$ cat src/hdl/pdc_regs.vh
// Register offsets, field positions, reset values and timing counts
`ifndef PDC_REGS_VH
`define PDC_REGS_VH

// ==========================================================================
// Register offsets (byte addresses on the host port)
`define PDC_ADDR_W 8
`define PDC_OFS_B_REF_DIV 8'h36
`define PDC_OFS_B_M_DIV 8'h37
`define PDC_OFS_A_CTRL0 8'h38
`define PDC_OFS_A_STATUS 8'h39

// ==========================================================================
// Field positions and widths
`define PDC_REF_DIV_W 3
`define PDC_M_DIV_W 5
`define PDC_POST_SEL_LSB 2
`define PDC_POST_SEL_MSB 4
`define PDC_RESYNC_BIT 1
`define PDC_PDN_BIT 0

// ==========================================================================
// Reset values
`define PDC_RST_REF_DIV 3'h0
`define PDC_RST_M_DIV 5'h00
`define PDC_RST_POST_SEL 3'h7
`define PDC_RST_RESYNC 1'b1
`define PDC_RST_PDN 1'b0

// ==========================================================================
// Calibration timing
`define PDC_CAL_TIME_NS 1000
`define PDC_CLK_PERIOD_NS 20
`define PDC_CAL_CYCLES (`PDC_CAL_TIME_NS / `PDC_CLK_PERIOD_NS)

`endif

$ cat src/hdl/pdc_cal_seq.v
// Calibration sequencer for the first synthesizer
`timescale 1ns/1ps
`default_nettype none

module pdc_cal_seq #(
  parameter CAL_CYCLES = 50,
  parameter CNT_W = 16
) (
  input wire clock,
  input wire sys_rst,
  input wire power_down,
  output reg synth_enable_q,
  output reg cal_busy_q,
  output reg cal_done_q,
  output reg cal_reset_q
);

  localparam ST_OFF = 2'h0;
  localparam ST_CAL = 2'h1;
  localparam ST_RUN = 2'h2;
  // Last count of the calibration, cut to the counter width on purpose
  localparam [31:0] CAL_LAST32 = CAL_CYCLES - 1;
  localparam [CNT_W-1:0] CAL_LAST = CAL_LAST32[CNT_W-1:0];

  reg [1:0] state_q;
  reg [CNT_W-1:0] cnt_q;

  // ========================================================================
  // Sequencer: reset starts a calibration; power-down aborts and clears it
  always @(posedge clock) begin
    if (sys_rst) begin
      state_q <= ST_OFF;
      cnt_q <= {CNT_W{1'b0}};
      synth_enable_q <= 1'b0;
      cal_busy_q <= 1'b0;
      cal_done_q <= 1'b0;
      cal_reset_q <= 1'b1;
    end else begin
      case (state_q)
        ST_OFF: begin
          cnt_q <= {CNT_W{1'b0}};
          cal_done_q <= 1'b0;
          if (!power_down) begin // RULE5 RULE7
            state_q <= ST_CAL;
            synth_enable_q <= 1'b1;
            cal_busy_q <= 1'b1;
            cal_reset_q <= 1'b0;
          end else begin
            synth_enable_q <= 1'b0;
            cal_busy_q <= 1'b0;
            cal_reset_q <= 1'b1;
          end
        end
        ST_CAL: begin
          if (power_down) begin // RULE6
            state_q <= ST_OFF;
            synth_enable_q <= 1'b0;
            cal_busy_q <= 1'b0;
            cal_reset_q <= 1'b1;
          end else if (cnt_q == CAL_LAST) begin
            state_q <= ST_RUN;
            cal_busy_q <= 1'b0;
            cal_done_q <= 1'b1;
          end else begin
            cnt_q <= cnt_q + 1'b1;
          end
        end
        ST_RUN: begin
          if (power_down) begin // RULE6
            state_q <= ST_OFF;
            synth_enable_q <= 1'b0;
            cal_done_q <= 1'b0;
            cal_reset_q <= 1'b1;
          end
        end
        default: begin
          state_q <= ST_OFF;
        end
      endcase
    end
  end

endmodule // pdc_cal_seq

`default_nettype wire

$ cat src/hdl/pdc_top.v
// Divider and control registers for the two frequency synthesizers
// Functional notes
// RULE1: Reference divider code zero bypasses, else k+1
// RULE2: M divider code zero bypasses, else k+1
// RULE3: Post divider codes 0,1 give two; reset 7
// RULE4: Resync enable lets sync realign channels; reset 1
// RULE5: After reset, enable and calibrate if not down
// RULE6: Power-down set disables synthesizer, resets calibration
// RULE7: Power-down cleared re-enables and recalibrates automatically
// RULE8: Reserved bits ignore writes, read zero
`timescale 1ns/1ps
`default_nettype none
`include "pdc_regs.vh"

module pdc_top #(
  parameter CAL_CYCLES = `PDC_CAL_CYCLES
) (
  input wire clock,
  input wire sys_rst,
  input wire [7:0] reg_addr,
  input wire [7:0] reg_wdata,
  input wire reg_wr,
  input wire reg_rd,
  input wire sync_in,
  output reg [7:0] reg_rdata_q,
  output reg [3:0] synth_b_ref_ratio_q,
  output reg [5:0] synth_b_m_ratio_q,
  output reg synth_b_ref_bypass_q,
  output reg synth_b_m_bypass_q,
  output reg [3:0] synth_a_post_ratio_q,
  output reg synth_a_resync_q,
  output wire synth_a_enable_q,
  output wire synth_a_cal_busy_q,
  output wire synth_a_cal_reset_q
);

  // ========================================================================
  // Field storage
  reg [2:0] synth_b_ref_div_code_q;
  reg [4:0] synth_b_m_div_code_q;
  reg [2:0] synth_a_post_div_sel_q;
  reg synth_a_resync_enable_q;
  reg synth_a_power_down_q;
  reg [2:0] sync_sr_q;
  reg sync_lvl_q;
  wire cal_done;

  // Post-divider ratio: the two lowest codes both mean divide by two
  function [3:0] post_ratio;
    input [2:0] sel;
    begin
      if (sel < 3'h2)
        post_ratio = 4'h2; // RULE3
      else
        post_ratio = {1'b0, sel} + 4'h1; // RULE3
    end
  endfunction

  // ========================================================================
  // Register writes; only defined field bits are stored
  always @(posedge clock) begin
    if (sys_rst) begin
      synth_b_ref_div_code_q <= `PDC_RST_REF_DIV;
      synth_b_m_div_code_q <= `PDC_RST_M_DIV;
      synth_a_post_div_sel_q <= `PDC_RST_POST_SEL; // RULE3
      synth_a_resync_enable_q <= `PDC_RST_RESYNC; // RULE4
      synth_a_power_down_q <= `PDC_RST_PDN; // RULE5
    end else if (reg_wr) begin
      case (reg_addr)
        `PDC_OFS_B_REF_DIV: begin
          synth_b_ref_div_code_q <= reg_wdata[`PDC_REF_DIV_W-1:0]; // RULE8
        end
        `PDC_OFS_B_M_DIV: begin
          synth_b_m_div_code_q <= reg_wdata[`PDC_M_DIV_W-1:0]; // RULE8
        end
        `PDC_OFS_A_CTRL0: begin
          synth_a_post_div_sel_q <=
            reg_wdata[`PDC_POST_SEL_MSB:`PDC_POST_SEL_LSB];
          synth_a_resync_enable_q <= reg_wdata[`PDC_RESYNC_BIT];
          synth_a_power_down_q <= reg_wdata[`PDC_PDN_BIT];
        end
        default: begin
        end
      endcase
    end
  end

  // ========================================================================
  // Read data one cycle after the strobe, zero otherwise and when unmapped
  always @(posedge clock) begin
    if (sys_rst || !reg_rd) begin
      reg_rdata_q <= 8'h00;
    end else begin
      case (reg_addr)
        `PDC_OFS_B_REF_DIV: reg_rdata_q <= {5'h00, synth_b_ref_div_code_q};
        `PDC_OFS_B_M_DIV: reg_rdata_q <= {3'h0, synth_b_m_div_code_q};
        `PDC_OFS_A_CTRL0: reg_rdata_q <= {3'h0, synth_a_post_div_sel_q,
          synth_a_resync_enable_q, synth_a_power_down_q}; // RULE8
        `PDC_OFS_A_STATUS: reg_rdata_q <= {5'h00, cal_done,
          synth_a_cal_busy_q, synth_a_enable_q};
        default: reg_rdata_q <= 8'h00;
      endcase
    end
  end

  // ========================================================================
  // Divider ratios decoded for the synthesizers
  always @(posedge clock) begin
    if (sys_rst) begin
      synth_b_ref_ratio_q <= 4'h1;
      synth_b_m_ratio_q <= 6'h01;
      synth_b_ref_bypass_q <= 1'b1;
      synth_b_m_bypass_q <= 1'b1;
      synth_a_post_ratio_q <= 4'h8;
    end else begin
      synth_b_ref_bypass_q <= (synth_b_ref_div_code_q == 3'h0); // RULE1
      synth_b_ref_ratio_q <= {1'b0, synth_b_ref_div_code_q} + 4'h1; // RULE1
      synth_b_m_bypass_q <= (synth_b_m_div_code_q == 5'h00); // RULE2
      synth_b_m_ratio_q <= {1'b0, synth_b_m_div_code_q} + 6'h01; // RULE2
      synth_a_post_ratio_q <= post_ratio(synth_a_post_div_sel_q);
    end
  end

  // ========================================================================
  // Sync pin: three stages, a rising change counts once stages 2 and 3 agree
  always @(posedge clock) begin
    if (sys_rst) begin
      sync_sr_q <= 3'h0;
      sync_lvl_q <= 1'b0;
      synth_a_resync_q <= 1'b0;
    end else begin
      sync_sr_q <= {sync_sr_q[1:0], sync_in};
      if (sync_sr_q[1] == sync_sr_q[2])
        sync_lvl_q <= sync_sr_q[2];
      // Powered-down synthesizer has no channels to realign
      synth_a_resync_q <= synth_a_resync_enable_q && synth_a_enable_q &&
        (sync_sr_q[1] == sync_sr_q[2]) && sync_sr_q[2] && !sync_lvl_q; // RULE4
    end
  end

  // ========================================================================
  // Power and calibration sequencing
  pdc_cal_seq #(
    .CAL_CYCLES(CAL_CYCLES),
    .CNT_W(16)
  ) u_cal (
    .clock(clock),
    .sys_rst(sys_rst),
    .power_down(synth_a_power_down_q), // RULE5 RULE6 RULE7
    .synth_enable_q(synth_a_enable_q),
    .cal_busy_q(synth_a_cal_busy_q),
    .cal_done_q(cal_done),
    .cal_reset_q(synth_a_cal_reset_q)
  );

endmodule // pdc_top

`default_nettype wire

$ cat config.mk
export PLATFORM = sky130hd
export DESIGN_NAME = pdc_top
export DESIGN_NICKNAME = d
export VERILOG_FILES = /design/src/hdl/pdc_cal_seq.v /design/src/hdl/pdc_top.v
export VERILOG_INCLUDE_DIRS = /design/src /design/src/hdl
export SDC_FILE = /design/constraint.sdc
export NUM_CORES = 1
export LEC_CHECK = 0
export ABC_AREA = 1
export BUFFER_PORTS_ARGS = -buffer_cell sky130_fd_sc_hd__buf_2
export CORE_UTILIZATION = 30
export CTS_BUF_LIST = sky130_fd_sc_hd__clkbuf_8
export CTS_CLUSTER_SIZE = 20
export DETAILED_ROUTE_END_ITERATION = 6
export GPL_TIMING_DRIVEN = 0
export PLACE_DENSITY_LB_ADDON = 0.15
export SYNTH_ARGS = -nofsm -noshare
export SYNTH_HDL_FRONTEND = slang
export SYNTH_SLANG_ARGS = --single-unit
$ cat constraint.sdc
create_clock -name clock -period 1.6 [get_ports clock]
set_input_delay 0.4 -clock clock [delete_from_list [all_inputs] [get_ports clock]]
set_output_delay 0.4 -clock clock [all_outputs]
set_load 0.005 [all_outputs]
==> metrics.txt, run 1 <==
PwrDens 1290 mW/mm^2; most frequent cells in the layout nand2_1 (84), dfxtp_1 (59), nor2_1 (48), inv_1 (46), buf_2 (42); placed instance area 0.00320 sq mm; layout cells sized above 1 0.197; Worst setup startpoint u_cal.state_q[0]; Total Wirelength 7180 um; crit-path max FO 6; largest net degree at the start of global routing 11; Core ar. 0.00920 sq mm; row count 35; Logic pwr share 0.311; CP Buf/Inv Count 1; number of synthesized register bits 61; commonest non-fill, non-tap cell in the layout nand2_1; Mean Syn Cell Area 7.18 sq um; Hold Crit Start sync_in; H-tree depth 3; Syn Std Cell Area 0.00285 sq mm; clock buffer depth 2; worst-margin pin slew 0.615 ns; grt ovf 0; Top delay family on crit path compound AO/OA/AOI/OAI gates; clock share of power 0.313; CTS tree built; Post-synth ARST share 0; maximum VDD drop 0.000575 V; register area share after synthesis 0.429; GRT Total Usage 0.154; leading post-synthesis cells by cell area dfxtp_1 (43%), nand2_1 (11%), nor2_1 (6.7%); global-route wire length before repair 11700 um; Reg power frac 0.376; router iterations before antenna repair 4; RR Startpoint u_cal.state_q[0]; commonest register cell after synthesis dfxtp_1; die span in x 99.4 um; Critical Path End Type flip-flop; Num CTS Buffers 9; WS Path Type flip-flop to flip-flop; Initial Utilization 0.309; Critical Path Max Stage Delay 0.36 ns; Vias 2622; final hold vios 0; DIE AREA 0.00988 sq mm; CTS sink cnt 61; Setup-failing EPs final 0; Hold Path Class primary input to flip-flop; Peak Freq 0.666 GHz; Die Span Y 99.4 um; # DRC 0; initial antenna violation count 0; Pleak 1.54 nW; post-route design area 0.00346 sq mm; switching share of total power 0.343; fin nets 484; diodes inserted 0; Final min period 1.50 ns; Final Max Slew Viols 0; hpwl dp 5260 um; cells after synthesis 396; vias in the first global route 2378; outcome complete, no violations; Yosys cell types 28; WP data arrival 1.77 ns; CP max-delay cell dfxtp_1; slew margin rel. 0.590; cell taking the most area after synthesis dfxtp_1; # IOs 49; Final Cycle Share 0.939; port bufs 42; total power 4.47 mW; area grow syn2layout 21.7%; Avg Vias per Cell 4.62; clk root buf clkbuf_8; drt first-iter violations 74; Pint 2.93 mW; Synthesis Warnings 0; RePlAce Congestion 0.830; Fin Clk Skew 0.00626 ns; post-route ant nets 0; crit-path cells inv_1 > ha_1 > a21oi_2 > nand2_1 > and2_1 > a21oi_1; Avg WL per Cell 12.7 um; clock latency at the later pin of the worst-skew pair 0.33 ns; area share of the largest cell type after synthesis 0.429; NetSw 1.53 mW; Worst EP required 1.87 ns; CTS clk-pin slew, worst paths 0.07 ns; RSZ-0062 raised after global routing true; Critical Path Start Type flip-flop; Max Cap Violations 0; EDFF count, synth 0
## power by group through the flow
stage / logic, mW / clock network (mW) / registers (mW)
floorplan: 0.951 / 0 / 1.69
global placement: 1.28 / 0 / 1.71
detailed placement: 1.29 / 0 / 1.71
CTS: 1.32 / 1.44 / 1.67
global route: 1.54 / 1.51 / 1.69
finish: 1.39 / 1.40 / 1.68
## worst min-delay path: cells and delay by family
| kind | cells | cell delay, ns |
|---|---|---|
| buffers and inverters | 2 | 0.10 |
| AND/OR/NAND/NOR | 1 | 0.06 |
## flip-flops by register name, summed over array words and instances (netlist names), 2 cells and up
| name | flops |
|---|---|
| reg_rdata_q | 5 |
| sync_sr_q | 3 |
| synth_a_post_div_sel_q | 3 |
| synth_a_post_ratio_q | 4 |
| synth_b_m_div_code_q | 5 |
| synth_b_m_ratio_q | 6 |
| synth_b_ref_div_code_q | 3 |
| synth_b_ref_ratio_q | 4 |
| u_cal.cnt_q | 16 |
| u_cal.state_q | 2 |
## timing repair
action,CTS,global route
endpoints found under the hold margin,0,0
pin swaps,0,0
setup buffers,0,1
hold buffers,0,0
setup endpoints to repair,13,15
cloned,0,0
gates resized for setup,4,14
## worst paths after layout
kind                         end  slack [ns]  cells after the start
setup reg to reg  u_cal.cnt_q[8]         0.1                      6
hold reg to reg     sync_sr_q[1]        0.41                      2
setup / recovery  u_cal.cnt_q[8]         0.1                      6
hold / removal      sync_sr_q[0]        0.27                      3
## per-stage QoR
step / TNS [ns] / utilization / std cells / setup slack, ns / hold slack (ns)
finish: 0 / 0.377 / 567 / 0.0974 / 0.266
global route: -0.0206 / 0.377 / 567 / -0.0206 / 0.259
CTS: 0 / 0.371 / 566 / 0.00926 / 0.248
detailed placement: -1.89 / 0.348 / 551 / -0.191 / 0.400
global placement: -1.73 / 0.348 / 551 / -0.201 / 0.390
floorplan: 0 / - / 398 / 0.144 / 0.383
## cell usage after synthesis (all sizes together), types with 2 or more instances
library cell,instances
buf,9
xor2,3
nand3,29
xnor2,2
nor3,11
ha,11
clkbuf,3
nand2,91
o21ai,24
inv,49
a21oi,36
nor2,55
o31ai,2
dfxtp,61
nand4,3
## layout make-up
cell class | count | area [sq um]
Fill cell | 991 | 5730
Multi-Input combinational cell | 275 | 1400
Sequential cell | 61 | 1230
Timing Repair Buffer | 43 | 218
Inverter | 50 | 193
Clock buffer | 11 | 151
Tap cell | 111 | 139
Buffer | 12 | 93.8
Clock inverter | 4 | 47.5
## cell families after synthesis
| kind of cell | share of synthesized area |
|---|---|
| xor+xnor | 0.0154 |
| other cells | 0.00132 |
| compound gates | 0.120 |
| fa+ha+maj | 0.0484 |
| flops | 0.429 |
| simple gates | 0.290 |
| buf+inv | 0.0963 |
## per-layer routing
layer	track usage	vias to the layer above	wire (um)
li1	-	1367	-
met1	0.216	1207	3680
met2	0.228	44	3200
met3	0.0288	4	253
met4	0.0758	0	44
met5	0	-	0
Note: power is estimated with default switching activity, not from simulation.
==> run 2, diff against run 1 <==
--- a/config.mk
+++ b/config.mk
@@ -14,6 +14,7 @@
 export DETAILED_ROUTE_END_ITERATION = 6
 export GPL_TIMING_DRIVEN = 0
 export PLACE_DENSITY_LB_ADDON = 0.15
+export RECOVER_POWER = 50
 export SYNTH_ARGS = -nofsm -noshare
 export SYNTH_HDL_FRONTEND = slang
 export SYNTH_SLANG_ARGS = --single-unit
==> metrics.txt, run 2 (synthesis results as in run 1) <==
Critical Path Start Type flip-flop (unchanged); CP Buf/Inv Count 1 (unchanged); layout cells sized above 1 0.169 (was 0.197); M1 GR Usage 0.216 (unchanged); PwrDens 1300 mW/mm^2 (was 1290 mW/mm^2); hold slack final 0.263 ns (was 0.266 ns); GR Layer Usage met3 0.0288 (unchanged); Final min period 1.48 ns (was 1.50 ns); post-route design area 0.00344 sq mm (was 0.00346 sq mm); Initial Utilization 0.309 (unchanged); Core ar. 0.00920 sq mm (unchanged); Largest Register u_cal.cnt_q (unchanged); die span in x 99.4 um (unchanged); CTS sink cnt 61 (unchanged); Hold Path Sink sync_sr_q[0] (unchanged); maximum VDD drop 0.000575 V (about the same); Vias 2640 (was 2622); final hold vios 0 (unchanged); WS Path Type flip-flop to flip-flop (unchanged); placed instance area 0.00320 sq mm (unchanged); GR peak layer met2 (unchanged); drt first-iter violations 88 (was 74); Top delay family on crit path compound AO/OA/AOI/OAI gates (unchanged); RePlAce Congestion 0.830 (unchanged); largest net degree at the start of global routing 11 (unchanged); Final Cycle Share 0.927 (was 0.939); Max Cap Violations 0 (unchanged); commonest non-fill, non-tap cell in the layout nand2_1 (unchanged); global-route wire length before repair 11700 um (unchanged); Final Max Slew Viols 0 (unchanged); Total Wirelength 7180 um (about the same); GRT Total Usage 0.154 (unchanged); Peak Freq 0.674 GHz (was 0.666 GHz); fin nets 484 (unchanged); diodes inserted 0 (unchanged); fin cells 567 (unchanged); CTS clk-pin slew, worst paths 0.07 ns (about the same); Die Span Y 99.4 um (unchanged); CTS tree built (unchanged); area grow syn2layout 21.0% (was 21.7%); Setup-failing EPs final 0 (unchanged); # IOs 49 (unchanged); grt met2 use 0.228 (unchanged); DIE AREA 0.00988 sq mm (unchanged); outcome complete, no violations (unchanged); hpwl dp 5260 um (unchanged); Final Util 0.374 (was 0.377); # DRC 0 (unchanged); Pleak 1.50 nW (was 1.54 nW); WP data arrival 1.75 ns (was 1.77 ns); Hold Crit Start sync_in (unchanged); RSZ-0062 raised after global routing true (unchanged); port bufs 42 (unchanged); post-route ant nets 0 (unchanged); clock latency at the later pin of the worst-skew pair 0.33 ns (about the same); Num CTS Buffers 9 (unchanged); max FFs per register 16 (unchanged); DP Cell Count 551 (unchanged); Setup WS post-layout 0.117 ns (was 0.0974 ns); reg2reg end u_cal.cnt_q[8] (unchanged); cts hold-fix bufs 0 (unchanged); H-tree depth 3 (unchanged); R2R depth 6 (unchanged); grt ovf 0 (unchanged); Avg WL per Cell 12.7 um (about the same); RR Startpoint u_cal.state_q[0] (unchanged); largest registers u_cal.cnt_q x16, synth_b_m_ratio_q x6 (unchanged); Critical Path Max Stage Delay 0.36 ns (about the same); Hold Path Class primary input to flip-flop (unchanged); slew margin rel. 0.491 (was 0.590); CP max-delay cell dfxtp_1 (unchanged); initial antenna violation count 0 (unchanged); clock buffer depth 2 (unchanged); final setup TNS 0 ns (unchanged); Worst EP required 1.87 ns (about the same); Avg Vias per Cell 4.66 (was 4.62); Critical Path End Type flip-flop (unchanged); worst-margin pin slew 0.763 ns (was 0.615 ns); reg2reg setup slack 0.12 ns (was 0.1 ns); crit-path cells inv_1 > ha_1 > a21oi_2 > nand2_1 > and2_1 > a21oi_1 (unchanged); most frequent cells in the layout nand2_1 (84), dfxtp_1 (59), nor2_1 (48), inv_1 (47), a21oi_1 (34) (was nand2_1 (84), dfxtp_1 (59), nor2_1 (48), inv_1 (46), buf_2 (42)); Fin Clk Skew 0.00580 ns (was 0.00626 ns); pre-CTS setup slack -0.191 ns (unchanged); clk root buf clkbuf_8 (unchanged); crit-path max FO 6 (unchanged); router iterations before antenna repair 4 (unchanged); row count 35 (unchanged); total power 4.46 mW (was 4.47 mW); WHS Path Cells 3 (unchanged); vias in the first global route 2378 (unchanged)
## run 2: cell count changes in the layout (fill, tap and decap cells not counted)
cell	delta
buf_1	+1
buf_2	-10
buf_4	-2
clkbuf_1	+11
inv_1	+1
inv_2	-1
## run 2: metal layers
layer  vias to the layer above  wire, um
met2                        56      3080
met3                        12       257
li1                       1369         -
met1                      1203      3710
met4                         0       130
met5                         -         0
## run 2: final cells by class
| cell class | instances | area [sq um] |
|---|---|---|
| Clock buffer | 11 | 151 |
| Multi-Input combinational cell | 275 | 1400 |
| Timing Repair Buffer | 43 | 205 |
| Fill cell | 996 | 5750 |
| Inverter | 50 | 193 |
| Tap cell | 111 | 139 |
| Buffer | 12 | 86.3 |
| Sequential cell | 61 | 1230 |
| Clock inverter | 4 | 47.5 |
## run 2: tightest hold or removal path: stages
cell,delay (ns)
buf_2,0.07
inv_1,0.03
nor2_1,0.06
## run 2: worst max path at each step
stage | slack (ns) | end | from | cells past startpoint
2_1_floorplan | 0.14 | u_cal.cnt_q[2] | u_cal.state_q[1] | 10
3_3_place_gp | -0.20 | synth_b_m_ratio_q[1] | sys_rst | 4
3_5_place_dp | -0.19 | synth_b_m_ratio_q[1] | sys_rst | 4
4_1_cts | 0.009 | u_cal.cnt_q[14] | u_cal.cnt_q[0] | 10
5_1_grt | -0.02 | u_cal.cnt_q[8] | u_cal.state_q[0] | 6
6_report | 0.12 | u_cal.cnt_q[8] | u_cal.state_q[0] | 6
## run 2: repair_timing
item | in CTS | in global routing
endpoints found under the setup margin | 13 | 15
resized for setup | 4 | 14
gates cloned | 0 | 0
setup buffers | 0 | 1
## run 2: power breakdown
| group | total, mW | switching, mW | internal [mW] |
|---|---|---|---|
| combinational | 1.38 | 0.847 | 0.531 |
| clock | 1.40 | 0.611 | 0.790 |
| sequential | 1.68 | 0.0721 | 1.61 |
| total | 4.46 | 1.53 | 2.93 |
